`config.mk`:
```
export PLATFORM = sky130hd
export DESIGN_NAME = bcs_regs
export DESIGN_NICKNAME = d
export VERILOG_FILES = /design/src/bcs_pkg.sv /design/src/bcs_fifo_level.sv /design/src/bcs_regs.sv
export SDC_FILE = /design/constraint.sdc
export NUM_CORES = 1
export LEC_CHECK = 0
export BUFFER_PORTS_ARGS = -buffer_cell sky130_fd_sc_hd__buf_2
export CAP_MARGIN = 5
export CORE_MARGIN = 5
export CORE_UTILIZATION = 27
export CTS_BUF_LIST = sky130_fd_sc_hd__clkbuf_8 sky130_fd_sc_hd__clkbuf_16
export DETAILED_ROUTE_END_ITERATION = 16
export PLACE_DENSITY = 0.6
export SLEW_MARGIN = 20
export SYNTH_ARGS = -nofsm -noshare
export SYNTH_HDL_FRONTEND = slang
export SYNTH_SLANG_ARGS = --single-unit
```
`constraint.sdc`:
```
create_clock -name clk -period 0.85 [get_ports clk]
set_input_delay 0.17 -clock clk [delete_from_list [all_inputs] [get_ports clk]]
set_output_delay 0.17 -clock clk [all_outputs]
set_load 0.02 [all_outputs]
```
`src/bcs_pkg.sv`:
```
// constants, field layout and types of the blit control/status front end
// assumes a 32-bit avalon-mm slave with byte addresses and a 16-entry fifo
//
// Function
// format bit picks 8 or 16 bpp
// destination linear select means no stride
// destination rectangle advances by offset register
// source linear select means no stride
// source rectangle advances by offset register
// enable write starts; reads return zero
// host never clears enable while busy
// busy reads one while operation runs
// used count in bits 28 to 24
// free count in bits 20 to 16
// not-empty flag at bit 6
// half-full flag at bit 5
// full flag at bit 4
// flags encode 0, 1-6, 7-14, 15-16
// read pauses when full, resumes below 14
// busy visible the cycle after start
`default_nettype none
package bcs_pkg;
   // register byte offsets
   localparam logic [15:0] BCS_OFS_CTL  = 16'h8000;
   localparam logic [15:0] BCS_OFS_STAT = 16'h8004;
   // control register field positions
   localparam int BCS_CTL_FMT_BIT  = 18;  // colour format select
   localparam int BCS_CTL_DLIN_BIT = 17;  // destination linear select
   localparam int BCS_CTL_SLIN_BIT = 16;  // source linear select
   localparam int BCS_CTL_EN_BIT   = 0;   // write-only enable
   // status register field positions
   localparam int BCS_ST_USED_LSB = 24;   // used entry count
   localparam int BCS_ST_FREE_LSB = 16;   // free entry count
   localparam int BCS_ST_NE_BIT   = 6;    // not-empty flag
   localparam int BCS_ST_HF_BIT   = 5;    // half-full flag
   localparam int BCS_ST_FULL_BIT = 4;    // full flag
   localparam int BCS_ST_BUSY_BIT = 0;    // busy flag
   // fifo geometry and flag thresholds
   localparam int BCS_FIFO_DEPTH = 16;
   localparam int BCS_CNT_W      = 5;
   localparam logic [4:0] BCS_NE_MIN     = 5'h01;
   localparam logic [4:0] BCS_HF_MIN     = 5'h07;
   localparam logic [4:0] BCS_FULL_MIN   = 5'h0F;
   localparam logic [4:0] BCS_RESUME_LT  = 5'h0E;
   // reset values
   localparam logic [31:0] BCS_DATA_RST  = 32'h0000_0000;
   localparam logic [4:0]  BCS_CNT_RST   = 5'h00;
   // operation state
   typedef enum logic {BCS_IDLE, BCS_RUN} bcs_state_t;
endpackage : bcs_pkg
`default_nettype wire

```
`src/bcs_fifo_level.sv`:
```
// occupancy tracker for the blit data fifo, with the status flags
// assumes push and pop strobes come from logic on the same clock
`timescale 1ns/10ps
`default_nettype none
module bcs_fifo_level
   import bcs_pkg::*;
#(
   parameter int DEPTH = BCS_FIFO_DEPTH
) (
   input  wire logic                 clk,
   input  wire logic                 rst_n,       // synchronised reset
   input  wire logic                 push,        // one entry written
   input  wire logic                 pop,         // one entry read out
   output logic [BCS_CNT_W-1:0]      used_cnt,    // committed entries
   output logic [BCS_CNT_W-1:0]      free_cnt,    // empty entries
   output logic                      not_empty,   // at least one word
   output logic                      half_full,   // upper half band
   output logic                      full         // top band
);
   localparam logic [BCS_CNT_W-1:0] DEPTH_C = BCS_CNT_W'(DEPTH);

   logic [BCS_CNT_W-1:0] used_ff;       // occupancy register
   logic [BCS_CNT_W-1:0] nxt_used;
   logic                 do_push;       // push that fits
   logic                 do_pop;        // pop that has data

   // next occupancy; overflow and underflow strobes are dropped
   always_comb begin
      do_push  = push && (used_ff != DEPTH_C);
      do_pop   = pop && (used_ff != BCS_CNT_RST);
      nxt_used = used_ff;
      if (do_push && !do_pop) begin
         nxt_used = used_ff + BCS_CNT_W'(1);
      end else if (do_pop && !do_push) begin
         nxt_used = used_ff - BCS_CNT_W'(1);
      end
   end

   // occupancy register
   always_ff @(posedge clk or negedge rst_n) begin
      if (!rst_n) begin
         used_ff <= BCS_CNT_RST;
      end else begin
         used_ff <= nxt_used;
      end
   end

   // counts only what has landed in storage, so in-flight data is missed
   assign used_cnt  = used_ff;
   assign free_cnt  = DEPTH_C - used_ff;
   // flag bands chosen so the three bits encode the fill level
   assign not_empty = used_ff >= BCS_NE_MIN;        // see R11
   assign half_full = used_ff >= BCS_HF_MIN;        // see R12
   assign full      = used_ff >= BCS_FULL_MIN;      // see R13

   a_free_sum: assert property (@(posedge clk) disable iff (!rst_n)
      (used_cnt + free_cnt) == DEPTH_C)
      else $error("used plus free is not the fifo depth");
   a_free_zero: assert property (@(posedge clk) disable iff (!rst_n)
      (free_cnt == BCS_CNT_RST) |-> full)
      else $error("zero free entries without full flag");
   a_empty_flag: assert property (@(posedge clk) disable iff (!rst_n)
      not_empty == (used_cnt != BCS_CNT_RST))
      else $error("not-empty flag disagrees with count");
   a_flag_bands: assert property (@(posedge clk) disable iff (!rst_n)
      (used_cnt == 5'd6 |-> !half_full) and (used_cnt == 5'd7 |-> half_full && !full)
      and (used_cnt == 5'd14 |-> !full) and (used_cnt == 5'd15 |-> full))
      else $error("fifo flags outside their bands");
   a_flag_order: assert property (@(posedge clk) disable iff (!rst_n)
      (full |-> half_full) and (half_full |-> not_empty))
      else $error("fifo flags not nested");
   a_push_count: assert property (@(posedge clk) disable iff (!rst_n)
      (push && !pop && used_cnt < DEPTH_C) |=> used_cnt == $past(used_cnt) + 5'd1)
      else $error("push did not raise the used count");
endmodule : bcs_fifo_level
`default_nettype wire

```
`src/bcs_regs.sv`:
```
// control and status register front end of the blit engine
// assumes an avalon-mm master on clk and engine/fifo strobes on clk
`timescale 1ns/10ps
`default_nettype none
module bcs_regs
   import bcs_pkg::*;
#(
   parameter int ADDR_W = 16,             // byte address width
   parameter int DEPTH  = BCS_FIFO_DEPTH  // fifo entries
) (
   input  wire logic              clk,
   input  wire logic              rst_n,            // async, active low
   // avalon-mm slave
   input  wire logic [ADDR_W-1:0] avs_address,
   input  wire logic              avs_read,
   input  wire logic              avs_write,
   input  wire logic [31:0]       avs_writedata,
   input  wire logic [3:0]        avs_byteenable,
   output logic [31:0]            avs_readdata,
   output logic                   avs_waitrequest,
   // engine side
   output logic                   eng_start,        // one-cycle start pulse
   output logic                   eng_pix_16bpp,    // 1: 16 bpp, 0: 8 bpp
   output logic                   eng_src_linear,   // source is linear
   output logic                   eng_dst_linear,   // destination is linear
   output logic                   eng_src_stride,   // source uses line offset
   output logic                   eng_dst_stride,   // destination uses line offset
   output logic                   eng_hold,         // pause a read operation
   input  wire logic              eng_done,         // operation finished pulse
   input  wire logic              eng_read_op,      // running op is a read
   // fifo strobes
   input  wire logic              fifo_push,        // engine wrote a word
   input  wire logic              fifo_pop          // host took a word
);
   // reset synchroniser
   logic rst_meta_ff;          // first stage, read only by the second
   logic rst_sync_ff;          // released reset used everywhere

   // bus handshake
   logic        ack_ff;        // high in the answering cycle
   logic        nxt_ack;
   logic [31:0] rdata_ff;      // read data register
   logic [31:0] nxt_rdata;
   logic        req;           // any request present
   logic        hit_ctl;       // control register addressed
   logic        hit_stat;      // status register addressed
   logic        wr_fire;       // write takes effect this edge

   // control fields
   logic        fmt_ff;
   logic        nxt_fmt;
   logic        dlin_ff;
   logic        nxt_dlin;
   logic        slin_ff;
   logic        nxt_slin;
   logic        start_ff;      // start pulse register
   logic        nxt_start;

   // operation state
   bcs_state_t  state_ff;
   bcs_state_t  nxt_state;
   logic        hold_ff;
   logic        nxt_hold;

   // fifo status
   logic [BCS_CNT_W-1:0] used_cnt;
   logic [BCS_CNT_W-1:0] free_cnt;
   logic        f_ne;
   logic        f_hf;
   logic        f_full;
   logic [31:0] stat_word;     // assembled status register

   // reset release through two flops
   always_ff @(posedge clk or negedge rst_n) begin
      if (!rst_n) begin
         rst_meta_ff <= 1'b0;
         rst_sync_ff <= 1'b0;
      end else begin
         rst_meta_ff <= 1'b1;
         rst_sync_ff <= rst_meta_ff;
      end
   end

   // fifo occupancy and flags
   bcs_fifo_level #(
      .DEPTH     (DEPTH)
   ) u_level (
      .clk       (clk),
      .rst_n     (rst_sync_ff),
      .push      (fifo_push),
      .pop       (fifo_pop),
      .used_cnt  (used_cnt),
      .free_cnt  (free_cnt),
      .not_empty (f_ne),
      .half_full (f_hf),
      .full      (f_full)
   );

   // address decode; unmapped addresses read zero and drop writes
   assign req      = avs_read || avs_write;
   assign hit_ctl  = avs_address == ADDR_W'(BCS_OFS_CTL);
   assign hit_stat = avs_address == ADDR_W'(BCS_OFS_STAT);
   assign wr_fire  = avs_write && ack_ff;

   // one wait cycle, answer on the second edge of every request
   assign avs_waitrequest = req && !ack_ff;
   assign avs_readdata    = rdata_ff;

   // status word: counts, fifo flags and busy
   always_comb begin
      stat_word = BCS_DATA_RST;
      stat_word[BCS_ST_USED_LSB +: BCS_CNT_W] = used_cnt;
      stat_word[BCS_ST_FREE_LSB +: BCS_CNT_W] = free_cnt;
      stat_word[BCS_ST_NE_BIT]   = f_ne;
      stat_word[BCS_ST_HF_BIT]   = f_hf;
      stat_word[BCS_ST_FULL_BIT] = f_full;
      stat_word[BCS_ST_BUSY_BIT] = state_ff == BCS_RUN;
   end

   // bus answer: capture read data in the wait cycle
   always_comb begin
      nxt_ack   = req && !ack_ff;
      nxt_rdata = rdata_ff;
      if (avs_read && !ack_ff) begin
         nxt_rdata = BCS_DATA_RST;
         if (hit_ctl) begin
            // enable bit is write-only and reads zero
            nxt_rdata[BCS_CTL_FMT_BIT]  = fmt_ff;
            nxt_rdata[BCS_CTL_DLIN_BIT] = dlin_ff;
            nxt_rdata[BCS_CTL_SLIN_BIT] = slin_ff;
         end else if (hit_stat) begin
            nxt_rdata = stat_word;
         end
      end
   end

   // bus handshake registers
   always_ff @(posedge clk or negedge rst_sync_ff) begin
      if (!rst_sync_ff) begin
         ack_ff   <= 1'b0;
         rdata_ff <= BCS_DATA_RST;
      end else begin
         ack_ff   <= nxt_ack;
         rdata_ff <= nxt_rdata;
      end
   end

   // control fields; selects live in byte lane 2, enable in lane 0
   always_comb begin
      nxt_fmt   = fmt_ff;
      nxt_dlin  = dlin_ff;
      nxt_slin  = slin_ff;
      nxt_start = 1'b0;
      if (wr_fire && hit_ctl) begin
         if (avs_byteenable[2]) begin
            nxt_fmt  = avs_writedata[BCS_CTL_FMT_BIT];
            nxt_dlin = avs_writedata[BCS_CTL_DLIN_BIT];   // see R2
            nxt_slin = avs_writedata[BCS_CTL_SLIN_BIT];   // see R4
         end
         // writing zero to enable is ignored, so clearing it mid-run
         // by a careless host does nothing
         if (avs_byteenable[0] && avs_writedata[BCS_CTL_EN_BIT]) begin
            nxt_start = 1'b1;                             // see R6
         end
      end
   end

   // control registers
   always_ff @(posedge clk or negedge rst_sync_ff) begin
      if (!rst_sync_ff) begin
         fmt_ff   <= 1'b0;
         dlin_ff  <= 1'b0;
         slin_ff  <= 1'b0;
         start_ff <= 1'b0;
      end else begin
         fmt_ff   <= nxt_fmt;
         dlin_ff  <= nxt_dlin;
         slin_ff  <= nxt_slin;
         start_ff <= nxt_start;
      end
   end

   // operation state and read-pause control
   always_comb begin
      nxt_state = state_ff;
      nxt_hold  = hold_ff;
      unique case (state_ff)
         BCS_IDLE: begin
            // busy rises at the same edge that takes the enable write
            if (nxt_start) begin
               nxt_state = BCS_RUN;
            end
         end
         BCS_RUN: begin
            // a new start in the done cycle keeps the engine busy
            if (eng_done && !nxt_start) begin
               nxt_state = BCS_IDLE;
            end
         end
      endcase
      // pause a read when full, release once below the resume mark
      if (state_ff != BCS_RUN || !eng_read_op) begin
         nxt_hold = 1'b0;
      end else if (used_cnt == BCS_CNT_W'(DEPTH)) begin
         nxt_hold = 1'b1;
      end else if (used_cnt < BCS_RESUME_LT) begin
         nxt_hold = 1'b0;
      end
   end

   // operation state registers
   always_ff @(posedge clk or negedge rst_sync_ff) begin
      if (!rst_sync_ff) begin
         state_ff <= BCS_IDLE;
         hold_ff  <= 1'b0;
      end else begin
         state_ff <= nxt_state;
         hold_ff  <= nxt_hold;
      end
   end

   // engine outputs
   assign eng_start      = start_ff;
   assign eng_pix_16bpp  = fmt_ff;
   assign eng_src_linear = slin_ff;
   assign eng_dst_linear = dlin_ff;
   assign eng_src_stride = !slin_ff;
   assign eng_dst_stride = !dlin_ff;
   assign eng_hold       = hold_ff;

   // checks on the register side
   a_busy_after_en: assert property (@(posedge clk) disable iff (!rst_sync_ff)
      (wr_fire && hit_ctl && avs_byteenable[0] && avs_writedata[BCS_CTL_EN_BIT])
      |=> (state_ff == BCS_RUN) && eng_start)
      else $error("enable write did not make the block busy");
   a_busy_read: assert property (@(posedge clk) disable iff (!rst_sync_ff)
      (avs_read && !avs_waitrequest && hit_stat)
      |-> avs_readdata[BCS_ST_BUSY_BIT] == $past(state_ff == BCS_RUN))
      else $error("busy bit read back wrong");
   a_busy_clear: assert property (@(posedge clk) disable iff (!rst_sync_ff)
      (state_ff == BCS_RUN && eng_done && !nxt_start) |=> state_ff == BCS_IDLE)
      else $error("busy stayed after completion");
   a_enable_wo: assert property (@(posedge clk) disable iff (!rst_sync_ff)
      (avs_read && !avs_waitrequest && hit_ctl) |-> !avs_readdata[BCS_CTL_EN_BIT])
      else $error("enable bit read back as one");
   a_fmt_write: assert property (@(posedge clk) disable iff (!rst_sync_ff)
      (wr_fire && hit_ctl && avs_byteenable[2])
      |=> eng_pix_16bpp == $past(avs_writedata[BCS_CTL_FMT_BIT]))
      else $error("colour format not taken from write");
   a_layout_out: assert property (@(posedge clk) disable iff (!rst_sync_ff)
      (wr_fire && hit_ctl && avs_byteenable[2])
      |=> (eng_dst_stride == !$past(avs_writedata[BCS_CTL_DLIN_BIT]))
          && (eng_src_stride == !$past(avs_writedata[BCS_CTL_SLIN_BIT])))
      else $error("stride select not taken from write");
   a_hold_set: assert property (@(posedge clk) disable iff (!rst_sync_ff)
      (state_ff == BCS_RUN && eng_read_op && used_cnt == 5'd16) |=> eng_hold)
      else $error("read not paused at full fifo");
   a_hold_keep: assert property (@(posedge clk) disable iff (!rst_sync_ff)
      (eng_hold && eng_read_op && state_ff == BCS_RUN && used_cnt >= 5'd14) |=> eng_hold)
      else $error("read resumed with 14 or more entries");
   a_wait_one: assert property (@(posedge clk) disable iff (!rst_sync_ff)
      ($rose(req) |-> avs_waitrequest ##1 !avs_waitrequest))
      else $error("bus answer not after one wait cycle");
endmodule : bcs_regs
`default_nettype wire

```
; ---- Word level (Yosys, flattened, before mapping)
; Cells that the tools add are included.
[classes]
addsub = 3
n_lt_le_gt_ge = 4
eq_ne = 4
n_mux = 14
n_bitwise = 1
reduce_logical = 23
[op_table]
columns = op, count
row1 = 16-bit equality test (second input constant), 2
row2 = 29-bit two-way mux, 1
row3 = 16-bit two-way mux, 1
row4 = 13-bit two-way mux, 1
row5 = 1-bit logical AND, 10
row6 = 5-bit two-way mux, 2
row7 = 1-bit zero test, 7
row8 = 1-bit two-way mux, 7
row9 = 5-bit by 1-bit adder with 5-bit output (second input constant), 1
row10 = 5-bit equality test (second input constant), 1
row11 = 5-bit by 1-bit greater-or-equal comparator with 1-bit output (second input constant), 1
row12 = 5-bit by 3-bit greater-or-equal comparator with 1-bit output (second input constant), 1
row13 = 5-bit by 4-bit greater-or-equal comparator with 1-bit output (second input constant), 1
row14 = 5-bit by 4-bit less-than comparator with 1-bit output (second input constant), 1
row15 = 5-bit != test (second input constant), 1
row16 = 5-bit nonzero test, 1
row17 = 5-bit by 1-bit subtractor with 5-bit output (second input constant), 1
row18 = 5-bit subtractor (first input constant), 1
row19 = 3-bit two-way mux, 1
row20 = 3-bit nonzero test, 1
row21 = 1-bit logical OR, 2
row22 = 1-bit case mux with 2 select lines, 1
row23 = 2-bit AND reduction, 1
row24 = 2-bit nonzero test, 1
row25 = 1-bit inverter, 1
[word_totals]
register_bits = 46
input_bits = 60
out_inout_bits = 40
elab_cells = 60

; ---- Logic depth before layout (Yosys ltp)
[depth]
depth_word = 7
mapped_depth = 10
mapped_depth_nobuf = 9

; ---- Hierarchy
; From an unflattened synthesis, not the netlist that was laid out.
[hier_totals]
hier_cells = 148
area_unflattened_um2 = 1575.3
[modules_own_cells]
columns = module, instances, cells_per_inst, area_per_inst_um2, seq_area_each_um2
row1 = bcs_regs, 1, 96, 1104.8, 575.6
row2 = bcs_fifo_level, 1, 52, 470.5, 125.1

; ---- Least setup slack after synthesis
; OpenSTA, ideal clock, no wires.
[synth_path]
path_type = register to register
startpoint = register u_level.used_ff[0], in the netlist u_level.used_cnt[0]
endpoint = register u_level.used_ff[4], in the netlist u_level.used_cnt[4]
setup_time_ns = 0.130
arrival_ns = 2.050
required_time_ns = 0.720
setup_slack_ns = -1.331
stages_incl_launch_ff = 11
n_path_buf = 1
synth_period_minus_slack_ns = 2.181
cell_sequence = dfrtp_1 inv_1 ha_1 nor3b_1 ha_1 nor2b_1 ha_1 clkbuf_1 nor2_1 a21oi_1 o21ai_0
[synth_between]
elab_chain_cells = 5
word_cells_on_any_way = 13
cone_classes = add/sub: 2 / eq/ne: 1 / mux: 2 / reduce/logical: 8
[synth_rtl]
columns = element, line_no
row1 = start: declaration, bcs_fifo_level.sv:22  ; logic [BCS_CNT_W-1:0] used_ff;
row2 = start signal: assignment, bcs_fifo_level.sv:44  ; used_ff <= nxt_used;
row3 = branches (longest 5 deep; another with 5-bit by 1-bit subtractor with 5-bit output), -
; Parallel ways; which one is timed is not known. The select of a mux whose other input is x is not followed.
; A chain may end at the register's enable or synchronous reset.

; ---- Worst setup path after layout
[layout_path]
startpoint = register u_level.used_ff[0], in the netlist u_level.used_cnt[0]
endpoint = register u_level.used_ff[2], in the netlist u_level.used_cnt[2]
; Same word-level chain as after synthesis.

==> flow_summary_export.csv <==
group,metric,value,unit
sta,slew_viol_final,0,
synth,ys_warn_count,0,
synth,synth-seq-cells,28,
cts,clk_pin_slew,0.10,ns
drt,dr_total_vias,1409,
grt,grt_max_degree,27,
placement,place_ws,-1.12,ns
sta,layout_min_cycle_time,1.88,ns
setup_path,crit_path_frequent_cell,"ha_4",
synth,yosysTopAreaCellShare,45.1,%
pwr,seqPwrFrac,26.8,%
final_layout,final_cell_mix,"buf_6 (41), buf_4 (39), dfrtp_1 (26)",
pwr,vdd_drop_max,0.00119,V
sta,finalCritPeriodShare,221,%
drt,wire_per_inst,13.8,um
synth,synth.avg_cell_area,10.9,um^2
drt,route.detailed.drc,0,
sta,fmax,532,MHz
die,rows,27,
synth,synth_area_leader_cell,"dfrtp_1",
drt,drt_iter0_drc,56,
die,die_h,85.8,um
final_layout,fillers,479,
cts,numCtsBuffers,3,
setup_path,end_kind,"flop",
synth,async_flop_share,100,%
sta,finalHoldWorstSlack,0.0645,ns
cts,clk_path_buf_depth,2,
setup_path,crit_arrival,2.05,ns
pwr,p_per_area,2150,mW/mm^2
run_status,violations,"negative setup slack",
grt,antenna_found_initial,0,
grt,grt_overflow,0,
synth,synthFlopType,"dfrtp_1",
synth,syn_inst,143,
final_layout,final_nets,319,
final_layout,mostFrequentLayoutCell,"buf_6",
pwr,p_leak,1.37,nW
synth,ys_top_cells_by_area,"dfrtp_1 (45%), buf_4 (8.7%), a22o_1 (5.6%)",
die,die-area,0.00737,mm^2
pwr,swShare,34.1,%
placement,dp.cells,283,
grt,grt_pass1_wl,6.91,mm
grt,first_global_vias,1458,
run,timing.max_cap.violations,0,
cts,clock_latency,0.28,ns
setup_path,crit_fanout,5,
setup_path,reg2reg_depth,9,
sta,setup_viol,46,
drt,drt_wl_total,4.47,mm
cts,cts_sinks,28,
placement,dpl.hpwl,2.89,mm
setup_path,required,1.02,ns
placement,place.gp.congestion,0.870,
pwr,p_comb_share,55.5,%
final_layout,final_layout_size_suffix_gt1_share,60.2,%
drt,antenna_left,0,
setup_path,crit_type,"reg2reg",
drt,dr.pass1.iters,4,
final_layout,instances_no_fill,323,
pwr,p_int,3.95,mW
synth,synth_edf_count,0,
cts,htreeDepth,1,
grt,track_usage,11.9,%
pwr,p_sw,2.04,mW
die,initial_utilization,28.0,%
worst_hold_path,hold_path.class,"in2reg",
synth,synth_area,0.00155,mm^2
setup_path,critPathSlowestCell,"dfrtp_2",
run_status,outcome,"finished with violations",
die,pin_count,100,
cts,cts_tree,"done",
sta,skew,0.00412,ns
die,core_area,0.00554,mm^2
final_layout,synthToLayoutAreaGrowth,79.5,%
synth,synth_cell_types,31,
sta,setup_ws,-1.03,ns
placement,port_buffers,51,
final_layout,insertedDiodeCount,0,
pwr,power_frac_clock,17.7,%
cts,root_buffer,"clkbuf_8",
worst_hold_path,hold_depth,2,
synth,ys_seq_area_share,45.1,%
setup_path,cp-start-kind,"flop",
sta,hold_violations,0,
sta,rsz0062_at_grt,"true",
die,die_w,85.8,um
setup_path,critical_path.cell_chain,"inv_2 > ha_4 > nor3b_4 > ha_1 > nand2b_4 > ha_4 > mux2i_1 > nor2_1 > xor2_1",
drt,routed_via_density,4.36,
setup_path,critPathMaxStageDelay,0.42,ns
## repair_timing
item / in CTS / in global routing
hold buffers: 1 / 0
setup buffers: 23 / 15
setup endpoints to repair: 47 / 48
hold endpoints to repair: 2 / 0
pin swaps: 13 / 18
resized for setup: 73 / 25
## layer usage
layer	GRT usage [%]	vias up	routed length, um
li1	-	672	-
met1	14.2	696	1730
met2	21.0	35	2450
met3	3.55	6	236
met4	2.59	0	55
met5	0	-	0
## registers in the layout, summed over array words and instances (netlist names)
name / flops
ack_ff: 1
avs_readdata: 14
eng_dst_linear: 1
eng_hold: 1
eng_pix_16bpp: 1
eng_src_linear: 1
eng_start: 1
rst_meta_ff: 1
rst_sync_ff: 1
state_ff: 1
u_level.used_cnt: 5
## cell families after synthesis
group | synth area share, %
mux | 4.11
flops | 45.1
fa+ha+maj | 5.64
other cells | 0.484
simple gates | 18.1
buf+inv | 11.8
xor+xnor | 3.38
compound gates | 11.3
## synth_stat cells, types with 4 or more instances
library cell,instances
nor2_1,10
nor4_4,4
nand2_1,9
inv_1,8
a22o_1,10
dfrtp_1,28
ha_1,7
clkbuf_1,4
xor2_1,4
a21oi_1,5
buf_4,18
## worst max-delay path: cells and delay by family, from the launching register on
| family | cells | cell delay [ns] |
|---|---|---|
| fa+ha+maj | 3 | 0.50 |
| mux | 1 | 0.20 |
| flops | 1 | 0.42 |
| xor+xnor | 1 | 0.13 |
| buf+inv | 1 | 0.07 |
| simple gates | 3 | 0.44 |
## power groups by stage
stage                     sequential, mW  clock, mW  combinational [mW]
after floorplan                     1.64          0                1.25
after global placement              1.61          0                2.02
after detailed placement            1.61          0                2.05
after CTS                           1.59       1.10                2.60
after global routing                1.61       1.16                3.58
final                               1.60       1.06                3.32
## worst paths after layout
kind	start	endpoint	slack, ns
max reg2reg	u_level.used_cnt[0]	u_level.used_cnt[2]	-1.03
min	eng_done	state_ff	0.06
max	u_level.used_cnt[0]	u_level.used_cnt[2]	-1.03
max in group asynchronous	rst_sync_ff	u_level.used_cnt[0]	0.46
min reg2reg	rst_sync_ff	u_level.used_cnt[3]	0.21
min in group asynchronous	rst_n	rst_meta_ff	0.19
## stage by stage
stage	total power, mW	TNS (ns)	utilization, %	area, um^2
floorplan	2.89	-12.65	-	1700
detailed placement	3.66	-16.90	37.1	2060
global placement	3.63	-16.13	37.1	2060
CTS	5.30	-16.65	46.6	2580
finish	5.99	-17.00	50.3	2790
global route	6.35	-19.59	50.3	2790
## final cells by class
class                      count  area [um^2]  share of cell area, %
clock buffer                   3         41.3                   1.48
clock inverter                 1         30.0                   1.08
inverter                       8         30.0                   1.08
multi-input combinational    101          928                   33.3
sequential                    28          703                   25.2
tap                           72         90.1                   3.23
timing repair buffer         110          965                   34.6
(Power assumes the default switching activity.)
